## config.mk

```make
export PLATFORM = sky130hd
export DESIGN_NAME = hmc_top
export DESIGN_NICKNAME = d
export VERILOG_FILES = /design/src/hw/hmc_pkg.sv /design/src/hw/hmc_top.sv
export SDC_FILE = /design/constraint.sdc
export NUM_CORES = 1
export LEC_CHECK = 0
export ABC_AREA = 1
export BUFFER_PORTS_ARGS = -buffer_cell sky130_fd_sc_hd__buf_2
export CAP_MARGIN = 20
export CELL_PAD_IN_SITES_DETAIL_PLACEMENT = 1
export CELL_PAD_IN_SITES_GLOBAL_PLACEMENT = 2
export CORE_ASPECT_RATIO = 1.1
export CORE_UTILIZATION = 28
export CTS_BUF_LIST = sky130_fd_sc_hd__clkbuf_4 sky130_fd_sc_hd__clkbuf_8
export CTS_CLUSTER_DIAMETER = 40
export DETAILED_ROUTE_END_ITERATION = 16
export GPL_TIMING_DRIVEN = 0
export PLACE_DENSITY_LB_ADDON = 0.1
export SYNTH_ARGS = -nofsm -noshare
export SYNTH_HDL_FRONTEND = slang
export SYNTH_SLANG_ARGS = --single-unit
export TNS_END_PERCENT = 100
```

## constraint.sdc

```tcl
create_clock -name clk_i -period 3.5 [get_ports clk_i]
set_clock_uncertainty 0.2 [all_clocks]
set_input_delay 0.525 -clock clk_i [delete_from_list [all_inputs] [get_ports clk_i]]
set_output_delay 0.525 -clock clk_i [all_outputs]
set_load 0.01 [all_outputs]
```

## src/hw/hmc_pkg.sv

```systemverilog
// Constants of the Hall measurement configuration and trigger block
package hmc_pkg;
   localparam logic [7:0]  CFG_ADDR       = 8'h1C;
   localparam logic [15:0] CFG_RESET      = 16'h0030;
   localparam int          FILTER_LSB     = 0;
   localparam int          GAIN_LSB       = 3;
   localparam int          PIN_TRIG_BIT   = 7;
   localparam int          BUTTON_BIT     = 8;
   localparam int          FIELD_OSR_LSB  = 9;
   localparam int          THERM_OSR_LSB  = 11;
   localparam int          WAKE_BIT       = 13;
   localparam int          PLANE_LSB      = 14;
   localparam logic [11:0] OSR_BASE       = 12'h020;
   localparam logic [7:0]  FILTER_ADDEND  = 8'h02;
   localparam logic [11:0] CONV_OVERHEAD  = 12'h045;
   localparam int          CLK_MHZ        = 200;
   localparam int          TIME_UNIT_NS   = 1000;
   localparam int          CLK_PERIOD_NS  = TIME_UNIT_NS / CLK_MHZ;
   localparam int          CYC_PER_US     = TIME_UNIT_NS / CLK_PERIOD_NS;
   localparam int          TIMER_W        = 24;
endpackage : hmc_pkg

```

## src/hw/hmc_top.sv

```systemverilog
// Measurement configuration register, conversion timer and trigger pin
//
// Operation
// - Bits 2:0 hold the filter code; it enters the per-axis sample count.
// - Trigger enabled, button off: pin high pulse starts one single conversion.
// - Button bit enables detection; setting it alone never drives the pin.
// - Button mode drives pin only after command when field reaches base.
// - Axis sample count is two to the oversample code times filter term.
// - One axis conversion lasts sample count plus 69 microseconds.
`timescale 1ns/1ps
`default_nettype none
module hmc_top #(
   parameter int CYC_PER_US = hmc_pkg::CYC_PER_US,
   parameter int FIELD_W    = 16
) (
   input  wire  logic               clk_i,
   input  wire  logic               rst_i,
   input  wire  logic [7:0]         reg_addr_i,
   input  wire  logic [15:0]        reg_wdata_i,
   input  wire  logic               reg_we_i,
   input  wire  logic               reg_re_i,
   output logic       [15:0]        reg_rdata_o,
   input  wire  logic               meas_cmd_i,
   input  wire  logic [FIELD_W-1:0] plane_field_i,
   input  wire  logic [FIELD_W-1:0] base_value_i,
   input  wire  logic               trigger_button_pin_i,
   output logic                     trigger_button_pin_o,
   output logic                     trigger_button_pin_oe_o,
   output logic                     conv_busy_o,
   output logic                     conv_done_o,
   output logic       [11:0]        adc_samples_o,
   output logic       [11:0]        field_osr_samples_o,
   output logic       [11:0]        thermal_osr_samples_o
);
   logic [15:0]                  cfg;
   logic [2:0]                   pin_sync;
   logic                         pin_level;
   logic                         button_armed;
   logic [hmc_pkg::TIMER_W-1:0]  timer;
   logic [hmc_pkg::TIMER_W-1:0]  conv_len;
   logic [hmc_pkg::TIMER_W-1:0]  conv_len_exp;

   wire                          cfg_sel;
   wire  [2:0]                   filter_depth_code;
   wire  [1:0]                   field_oversample_code;
   wire  [1:0]                   thermal_oversample_code;
   wire                          pin_trigger_enable;
   wire                          button_detect_select;
   wire                          pin_rise;
   wire                          pin_start;
   wire                          start;
   wire                          conv_end;
   wire  [7:0]                   filter_term;
   wire  [11:0]                  next_adc;
   wire  [hmc_pkg::TIMER_W-1:0]  next_timer_load;
   wire                          field_reached;

   assign cfg_sel                 = (reg_addr_i == hmc_pkg::CFG_ADDR);
   assign filter_depth_code       = cfg[hmc_pkg::FILTER_LSB +: 3];
   assign field_oversample_code   = cfg[hmc_pkg::FIELD_OSR_LSB +: 2];
   assign thermal_oversample_code = cfg[hmc_pkg::THERM_OSR_LSB +: 2];
   assign pin_trigger_enable      = cfg[hmc_pkg::PIN_TRIG_BIT];
   assign button_detect_select    = cfg[hmc_pkg::BUTTON_BIT];

   // Second and third stages must agree, filters single-cycle glitches
   assign pin_rise  = (pin_sync[1] == pin_sync[2]) && pin_sync[2]
                      && !pin_level;
   // pin pulse acts as single command
   assign pin_start = pin_rise && pin_trigger_enable && !button_detect_select;
   // Starts during a running conversion are dropped, not queued
   assign start     = (meas_cmd_i || pin_start) && !conv_busy_o;
   assign conv_end  = conv_busy_o && (timer == 1);

   // samples = 2^osr * (2^filter + 2)
   assign filter_term = (8'h01 << filter_depth_code) + hmc_pkg::FILTER_ADDEND;
   assign next_adc    = {4'h0, filter_term} << field_oversample_code;
   assign next_timer_load = hmc_pkg::TIMER_W'((adc_samples_o
                            + hmc_pkg::CONV_OVERHEAD) * CYC_PER_US);
   assign field_reached   = (plane_field_i >= base_value_i);

   // upper bits stored as plain read-write
   always_ff @(posedge clk_i) begin
      if (rst_i) begin
         cfg <= hmc_pkg::CFG_RESET;
      end else if (reg_we_i && cfg_sel) begin
         cfg <= reg_wdata_i;
      end
   end

   always_ff @(posedge clk_i) begin
      if (rst_i) begin
         reg_rdata_o <= 16'h0000;
      end else if (reg_re_i) begin
         reg_rdata_o <= cfg_sel ? cfg : 16'h0000;
      end
   end

   always_ff @(posedge clk_i) begin
      if (rst_i) begin
         pin_sync  <= 3'h0;
         pin_level <= 1'b0;
      end else begin
         pin_sync <= {pin_sync[1:0], trigger_button_pin_i};
         if (pin_sync[1] == pin_sync[2]) begin
            pin_level <= pin_sync[2];
         end
      end
   end

   always_ff @(posedge clk_i) begin
      if (rst_i) begin
         adc_samples_o         <= 12'h000;
         field_osr_samples_o   <= 12'h000;
         thermal_osr_samples_o <= 12'h000;
      end else begin
         adc_samples_o         <= next_adc;
         field_osr_samples_o   <= hmc_pkg::OSR_BASE << field_oversample_code;
         thermal_osr_samples_o <= hmc_pkg::OSR_BASE << thermal_oversample_code;
      end
   end

   always_ff @(posedge clk_i) begin
      if (rst_i) begin
         timer       <= '0;
         conv_busy_o <= 1'b0;
         conv_done_o <= 1'b0;
      end else begin
         conv_done_o <= conv_end;
         if (start) begin
            timer       <= next_timer_load;
            conv_busy_o <= 1'b1;
         end else if (conv_busy_o) begin
            timer       <= timer - 1'b1;
            conv_busy_o <= !conv_end;
         end
      end
   end

   // armed only by a host command, output at conversion end
   always_ff @(posedge clk_i) begin
      if (rst_i) begin
         button_armed            <= 1'b0;
         trigger_button_pin_o    <= 1'b0;
         trigger_button_pin_oe_o <= 1'b0;
      end else begin
         if (!button_detect_select) begin
            button_armed            <= 1'b0;
            trigger_button_pin_o    <= 1'b0;
            trigger_button_pin_oe_o <= 1'b0;
         end else if (meas_cmd_i && start) begin
            button_armed            <= 1'b1;
            trigger_button_pin_o    <= 1'b0;
            trigger_button_pin_oe_o <= 1'b0;
         end else if (conv_end && button_armed) begin
            button_armed            <= 1'b0;
            trigger_button_pin_o    <= field_reached;
            trigger_button_pin_oe_o <= field_reached;
         end
      end
   end

   // assertion helper, busy cycles
   // Counts edges from start to end so the timer reload is checked whole
   always_ff @(posedge clk_i) begin
      if (rst_i) begin
         conv_len     <= '0;
         conv_len_exp <= '0;
      end else if (start) begin
         conv_len     <= '0;
         conv_len_exp <= next_timer_load;
      end else if (conv_busy_o) begin
         conv_len     <= conv_len + 1'b1;
      end
   end
endmodule : hmc_top
`default_nettype wire

```

==> qor.yml, run 1 <==
finish:
  fin_util: 0.367
  antennaDiodeCount: 0
  design_area_mm2: 0.00763
  finalNetCount: 1141
  drive_gt1_frac: 0.262
  syn2layout_area_growth_pct: 27.3
critical_path:
  r2r-end: "timer[15]$_SDFFE_PP0P_"
  cp.arrival_ns: 3.80
  cp_top_family: "adder cells"
  slowest_stage: "fa_1"
  timing.rr.start: "adc_samples_o[0]$_SDFF_PP0_"
  worst_path_most_repeated_cell: "inv_2"
  path_buf_inv: 3
  reg2reg_setup_slack_ns: -0.20
  worst-r2r-cell-count: 20
  path_class: "reg -> reg"
  required_ns: 3.60
  worst_setup_path_start_kind: "flop"
  end_kind: "flop"
  max_stage_delay_ns: 0.51
  path_cells: "ha_4 > nor2_2 > nor2_4 > nand3_4 > a21oi_4 > xor2_2 > ha_1 > ha_1 > inv_2 > fa_1 > inv_2 > ha_4 > nand2_4 > inv_2 > nand2_2 > nand2_2 > a21oi_2 > xnor2_1 > nand2_1 > a21oi_2"
  path_max_fanout: 4
synthesis:
  syn_area_mm2: 0.00599
  ys_ff_latch: 83
  synth.yosys.seq_area_share: 0.277
  synth.avg_cell_area_um2: 6.91
  synthTopCellsByCount: "186 x nand2_1, 122 x inv_1, 91 x nor2_1"
  synth_top_area_frac: 0.277
  yosys.area.top_type: "dfxtp_1"
  synthArstFlopShare: 0
  synthTopCellsByArea: "dfxtp_1 28%, ha_1 13%, nand2_1 12%, inv_1 7.6%, nor2_1 5.7%"
  yosysMostFrequentCell: "nand2_1"
  synthFlopType: "dfxtp_1"
  ys_types: 44
  ys.warnings.count: 0
  synthCells: 868
  synth_edf_count: 0
sta:
  hold_violations: 0
  holdWs_ns: 0.150
  max_slew_margin: 0.497
  finalSetupViolations: 8
  slew_violations: 0
  post-route-period-util: 1.06
  tightest_slew_ns: 0.755
  rsz0062_at_grt: "true"
  finalWorstSetupSlack_ns: -0.199
  min_period_ns: 3.70
  clock.fmax_mhz: 270
global_routing:
  grt.total_usage: 0.171
  grt_antenna_before_repair: 0
  grt_pass1_vias: 5868
  grt_max_degree: 19
  grt_pass1_wl_mm: 29.8
  overflow: 0
worst_hold_path:
  hp-class: "in -> reg"
  whs_path_depth: 3
  holdPathEnd: "pin_sync[0]$_SDFF_PP0_"
  worstHoldStart: "trigger_button_pin_i"
placed_design:
  post_dp_cell_area_mm2: 0.00699
  dp_hpwl_mm: 14.3
  portBuffers: 99
  place_congestion: 0.747
detailed_routing:
  vias: 5808
  viasPerCell: 4.47
  antenna_left: 0
  post-route-drc-count: 0
  dr.pass1.iters: 4
  drtIter0Drc: 123
  drt-wirelength-per-cell_um: 13.9
  wl_mm: 18.1
clocking:
  clk_pin_slew_worst_paths_ns: 0.11
  clock_latency_ns: 0.38
  cts_tree: "done"
  htreeDepth: 3
  cts_made_buffers: 9
  cts_sinks: 83
  cts_root_buf: "clkbuf_8"
  clk_path_buf_depth: 2
  ctsHoldBuffers: 0
outcome:
  status: "complete, but fails checks"
  violations: "negative setup slack"
pwr:
  power_density_mw_per_mm2: 309
  ir_worst_vdd_uv: 233
  p_leak_nw: 3.84
  finalPower_mw: 2.36
floorplanning:
  die_w_um: 142
  boundaryPins: 118
  core_mm2: 0.0208
  die_h_um: 155
  initial_core_util: 0.288
  row_count: 55
  dieArea_mm2: 0.0220
flow_run:
  drv_cap: 0
-- worst register-to-register path: cells and delay by family (launching register included) --
family	cells	cell delay, ns
fa+ha+maj	5	1.52
simple gates	7	0.59
flops	1	0.40
xor+xnor	2	0.40
compound gates	3	0.38
buf+inv	3	0.14
-- flip-flops by register name (all words and copies together), names as in the netlist, 3 cells and up --
signal                 flops
thermal_osr_samples_o      4
pin_sync                   3
adc_samples_o             11
timer                     24
cfg                       16
reg_rdata_o               16
field_osr_samples_o        4
-- through the flow --
step,worst slack (ns),cells,setup TNS (ns)
floorplan,0.00674,884,0
global placement,-0.406,1268,-2.60
detailed placement,-0.453,1268,-2.87
CTS,-0.179,1295,-0.952
global route,-0.409,1300,-3.23
finish,-0.199,1300,-1.08
-- layer usage --
metal,GRT usage,vias to the layer above,part of all wire
li1,-,3029,-
met1,0.227,2685,0.49
met2,0.295,83,0.47
met3,0.0265,11,0.027
met4,0.0307,0,0.0071
met5,0,-,0
-- how the worst max path moves through the flow --
| stage | from | endpoint | depth (start not counted) |
|---|---|---|---|
| 6_report | adc_samples_o[0]$_SDFF_PP0_ | timer[15]$_SDFFE_PP0P_ | 20 |
| 5_1_grt | adc_samples_o[0]$_SDFF_PP0_ | timer[20]$_SDFFE_PP0P_ | 21 |
| 4_1_cts | adc_samples_o[1]$_SDFF_PP0_ | timer[15]$_SDFFE_PP0P_ | 20 |
| 3_5_place_dp | adc_samples_o[0]$_SDFF_PP0_ | timer[20]$_SDFFE_PP0P_ | 21 |
| 3_3_place_gp | adc_samples_o[0]$_SDFF_PP0_ | timer[20]$_SDFFE_PP0P_ | 22 |
| 2_1_floorplan | adc_samples_o[0]$_SDFF_PP0_ | timer[20]$_SDFFE_PP0P_ | 22 |
-- power breakdown --
group	leakage, nW	switching, mW	internal, mW
sequential	0.680	0.0403	0.982
clock	0.103	0.444	0.286
combinational	3.05	0.378	0.230
-- cells in the final DEF, fill, tap and decap left out, types with 6 or more instances in the layout --
cell / Yosys / routed
xor2_1: 19 / 14
nor2_1: 91 / 85
clkbuf_1: 17 / 17
o22ai_1: 7 / 7
nand4_1: 10 / 10
conb_1: 1 / 17
nand2_2: 5 / 19
nor2_2: 11 / 15
nand3_1: 56 / 48
o21ai_0: 40 / 40
nor2_4: 4 / 6
nand2_1: 186 / 170
ha_1: 63 / 48
buf_2: 4 / 103
nor3_1: 15 / 14
buf_4: 19 / 35
nand3_2: 4 / 9
clkbuf_8: 0 / 9
fa_1: 6 / 6
ha_4: 0 / 12
inv_2: 3 / 8
a21oi_1: 44 / 40
a21oi_2: 3 / 6
o21ai_1: 10 / 10
dfxtp_1: 83 / 79
inv_1: 122 / 117
-- layout make-up --
type                       instances  area [um^2]
timing repair buffer             115          616
clock buffer                       9          124
tap                              285          357
sequential                        83         1680
buffer                            43          253
inverter                         127          479
clock inverter                     7         76.3
multi-input combinational        631         4050
fill                            2670        13200
-- cells by family (layout without fill, tap and decap cells) --
logic type / Yosys count / in the layout / synth area share
buffers and inverters: 170 / 301 / 0.122
xor gates and xnor gates: 23 / 23 / 0.0336
DFF: 83 / 83 / 0.277
AOI/OAI and AO/OA: 119 / 119 / 0.112
other: 1 / 17 / 0.000626
muxes: 1 / 1 / 0.00167
adders and majority gates: 69 / 69 / 0.152
and+or+nand+nor: 402 / 402 / 0.301
-- repair_timing --
action	in CTS	in global routing
buffers inserted	11	5
endpoints found under the setup margin	10	10
cloned	0	0
pin swaps	24	25
gates resized for setup	38	29
No activity file was read; power rests on OpenSTA's default activity.
==> run 2: changes to the inputs <==
CELL_PAD_IN_SITES_DETAIL_PLACEMENT = 0   (was 1)
CELL_PAD_IN_SITES_GLOBAL_PLACEMENT = 1   (was 2)
CORE_UTILIZATION = 37   (was 28)
==> run 2 against run 1 <==
Effect of this change:
- the run still ends with negative setup slack left
- combinational power rose by 4.1%
- total power is 0.79% lower
- die area down 24%
- count of clock-buffer cells in the layout up 1
- via count shrank 1.3%
- core utilization up 12 points
- first-iteration DRC count is 75% higher
- clock power is 5.8% lower
- critical endpoint unchanged
- highest routed layer unchanged
==> qor.yml, run 2 (synthesis results as in run 1) <==
worst_hold_path:
  whs_path_depth: 3  # unchanged
  hp-class: "in -> reg"
  holdPathEnd: "cfg[5]$_SDFFE_PP1P_"
  worstHoldStart: "reg_wdata_i[5]"
critical_path:
  worst_setup_path_start_kind: "flop"
  cp_top_family: "adder cells"
  slowest_stage: "fa_1"
  r2r-end: "timer[15]$_SDFFE_PP0P_"
  worst-r2r-cell-count: 20  # unchanged
  path_buf_inv: 3  # unchanged
  path_class: "reg -> reg"
  path_cells: "ha_4 > nor2_4 > nor2_4 > nand3_4 > a21oi_4 > xor2_2 > ha_1 > ha_1 > inv_1 > fa_1 > inv_2 > ha_4 > nand2_4 > inv_1 > nand2_1 > nand2_2 > a21oi_2 > xnor2_1 > nand2_1 > a21oi_2"
  reg2reg_setup_slack_ns: -0.09  # +0.11 ns
  cp.arrival_ns: 3.70  # -0.10 ns
  max_stage_delay_ns: 0.49  # -0.02 ns
  required_ns: 3.61  # about the same
  timing.rr.start: "adc_samples_o[1]$_SDFF_PP0_"
  end_kind: "flop"
  path_max_fanout: 4  # unchanged
finish:
  regArea_mm2: 0.00168  # unchanged
  fillerInstances: 1691  # -37%
  largest_reg_flops: 24  # unchanged
  top_register: "timer"
  antennaDiodeCount: 0  # unchanged
  drive_gt1_frac: 0.292  # +0.0298
  multiInputGateArea_mm2: 0.00421  # +4.1%
  layout_common_cells: "162 x nand2_1, 111 x inv_1, 103 x buf_2"
  final_common_cell: "nand2_1"
  finalNetCount: 1147  # +0.53%
  reg.largest.list: "timer: 24 flops, cfg: 16 flops, reg_rdata_o: 16 flops"
  syn2layout_area_growth_pct: 29.0
floorplanning:
  boundaryPins: 118  # unchanged
  row_count: 48  # -13%
  core_mm2: 0.0158  # -24%
  die_h_um: 135  # -13%
  die_w_um: 123  # -13%
  initial_core_util: 0.380  # +0.0911
  dieArea_mm2: 0.0167  # -24%
global_routing:
  grt_pass1_vias: 5367  # -8.5%
  overflow: 0  # unchanged
  grt.total_usage: 0.195  # +0.0236
  grt_pass1_wl_mm: 25.6  # -14%
  grt_antenna_before_repair: 0  # unchanged
  grt_max_degree: 17  # -2
sta:
  rsz0062_at_grt: "true"
  final.setup.tns_ns: -0.409  # +0.673 ns
  finalSetupViolations: 9  # +1
  hold_violations: 0  # unchanged
  finalWorstSetupSlack_ns: -0.0879  # +0.111 ns
  clock.fmax_mhz: 279  # +3.1%
  post-route-period-util: 1.03  # -0.0317
  min_period_ns: 3.59  # -0.111 ns
  tightest_slew_ns: 0.689  # -0.0660 ns
  max_slew_margin: 0.541  # +0.0440
  holdWs_ns: 0.145  # -0.00458 ns
  slew_violations: 0  # unchanged
detailed_routing:
  drt-wirelength-per-cell_um: 12.8  # -8.3%
  viasPerCell: 4.70  # +5.1%
  wl_mm: 15.6  # -14%
  dr.pass1.iters: 4  # unchanged
  drtIter0Drc: 215  # +75%
  post-route-drc-count: 0  # unchanged
  vias: 5735  # -1.3%
  antenna_left: 0  # unchanged
placed_design:
  portBuffers: 99  # unchanged
  place_congestion: 0.814  # +8.9%
  dp_hpwl_mm: 12.0  # -16%
clocking:
  clk_pin_slew_worst_paths_ns: 0.10  # about the same
  cts_sinks: 83  # unchanged
  clk_path_buf_depth: 2  # unchanged
  cts_root_buf: "clkbuf_8"
  htreeDepth: 3  # unchanged
  cts_made_buffers: 9  # unchanged
  clock_latency_ns: 0.38  # about the same
  cts_tree: "done"
pwr:
  p_leak_nw: 3.87  # +0.82%
  power_density_mw_per_mm2: 303  # -2.1%
  ir_worst_vdd_uv: 179  # -23%
outcome:
  status: "complete, but fails checks"
  violations: "negative setup slack"
flow_run:
  drv_cap: 0  # unchanged
[run 2: worst max-delay path by stage]
| stage | from | end | slack [ns] | cells past startpoint |
|---|---|---|---|---|
| 2_1_floorplan | adc_samples_o[0]$_SDFF_PP0_ | timer[20]$_SDFFE_PP0P_ | 0.007 | 22 |
| 3_3_place_gp | adc_samples_o[0]$_SDFF_PP0_ | timer[20]$_SDFFE_PP0P_ | -0.34 | 21 |
| 3_5_place_dp | adc_samples_o[0]$_SDFF_PP0_ | timer[20]$_SDFFE_PP0P_ | -0.34 | 22 |
| 4_1_cts | adc_samples_o[1]$_SDFF_PP0_ | timer[15]$_SDFFE_PP0P_ | -0.11 | 20 |
| 5_1_grt | adc_samples_o[1]$_SDFF_PP0_ | timer[15]$_SDFFE_PP0P_ | -0.32 | 20 |
| 6_report | adc_samples_o[1]$_SDFF_PP0_ | timer[15]$_SDFFE_PP0P_ | -0.09 | 20 |
[run 2: final cells by class]
| cell class | instances | share of cell area |
|---|---|---|
| Sequential cell | 83 | 0.217 |
| Timing Repair Buffer | 121 | 0.0864 |
| Clock buffer | 10 | 0.0178 |
| Tap cell | 200 | 0.0324 |
| Buffer | 43 | 0.0327 |
| Inverter | 127 | 0.0620 |
| Clock inverter | 6 | 0.00728 |
| Multi-Input combinational cell | 631 | 0.545 |
[run 2: repair_timing]
item | 4_1_cts | 5_1_grt
gates resized for setup | 51 | 50
buffers inserted | 14 | 8
pin swaps | 29 | 28
hold buffers | 0 | 0
endpoints found under the setup margin | 10 | 10
[run 2: worst reg2reg max path, stage by stage, from the launching register on]
cell and delay (ns):
dfxtp_4 0.39, ha_4 0.16, nor2_4 0.04, nor2_4 0.11
nand3_4 0.10, a21oi_4 0.21, xor2_2 0.20, ha_1 0.26
ha_1 0.27, inv_1 0.04, fa_1 0.49, inv_2 0.05
ha_4 0.30, nand2_4 0.07, inv_1 0.05, nand2_1 0.05
nand2_2 0.09, a21oi_2 0.04, xnor2_1 0.17, nand2_1 0.09
a21oi_2 0.15
[run 2: stage by stage]
stage	area, um^2	worst slack (ns)	cells	utilization	power, mW
2_1_floorplan	6140	0.00674	884	-	1.44
3_3_place_gp	6880	-0.343	1183	0.436	1.60
3_5_place_dp	6880	-0.344	1183	0.436	1.60
4_1_cts	7490	-0.106	1213	0.474	2.31
5_1_grt	7730	-0.320	1221	0.490	2.49
6_report	7730	-0.0879	1221	0.490	2.34
[run 2: report_power, final]
part | internal (mW) | switching, mW | total, mW
combinational | 0.252 | 0.380 | 0.633
sequential | 0.982 | 0.0396 | 1.02
clock | 0.293 | 0.394 | 0.687
[run 2: per-layer routing]
layer,wire length [um],GRT usage
met1,7460,0.262
met2,7260,0.318
met3,621,0.0320
met4,263,0.0596
met5,0,0
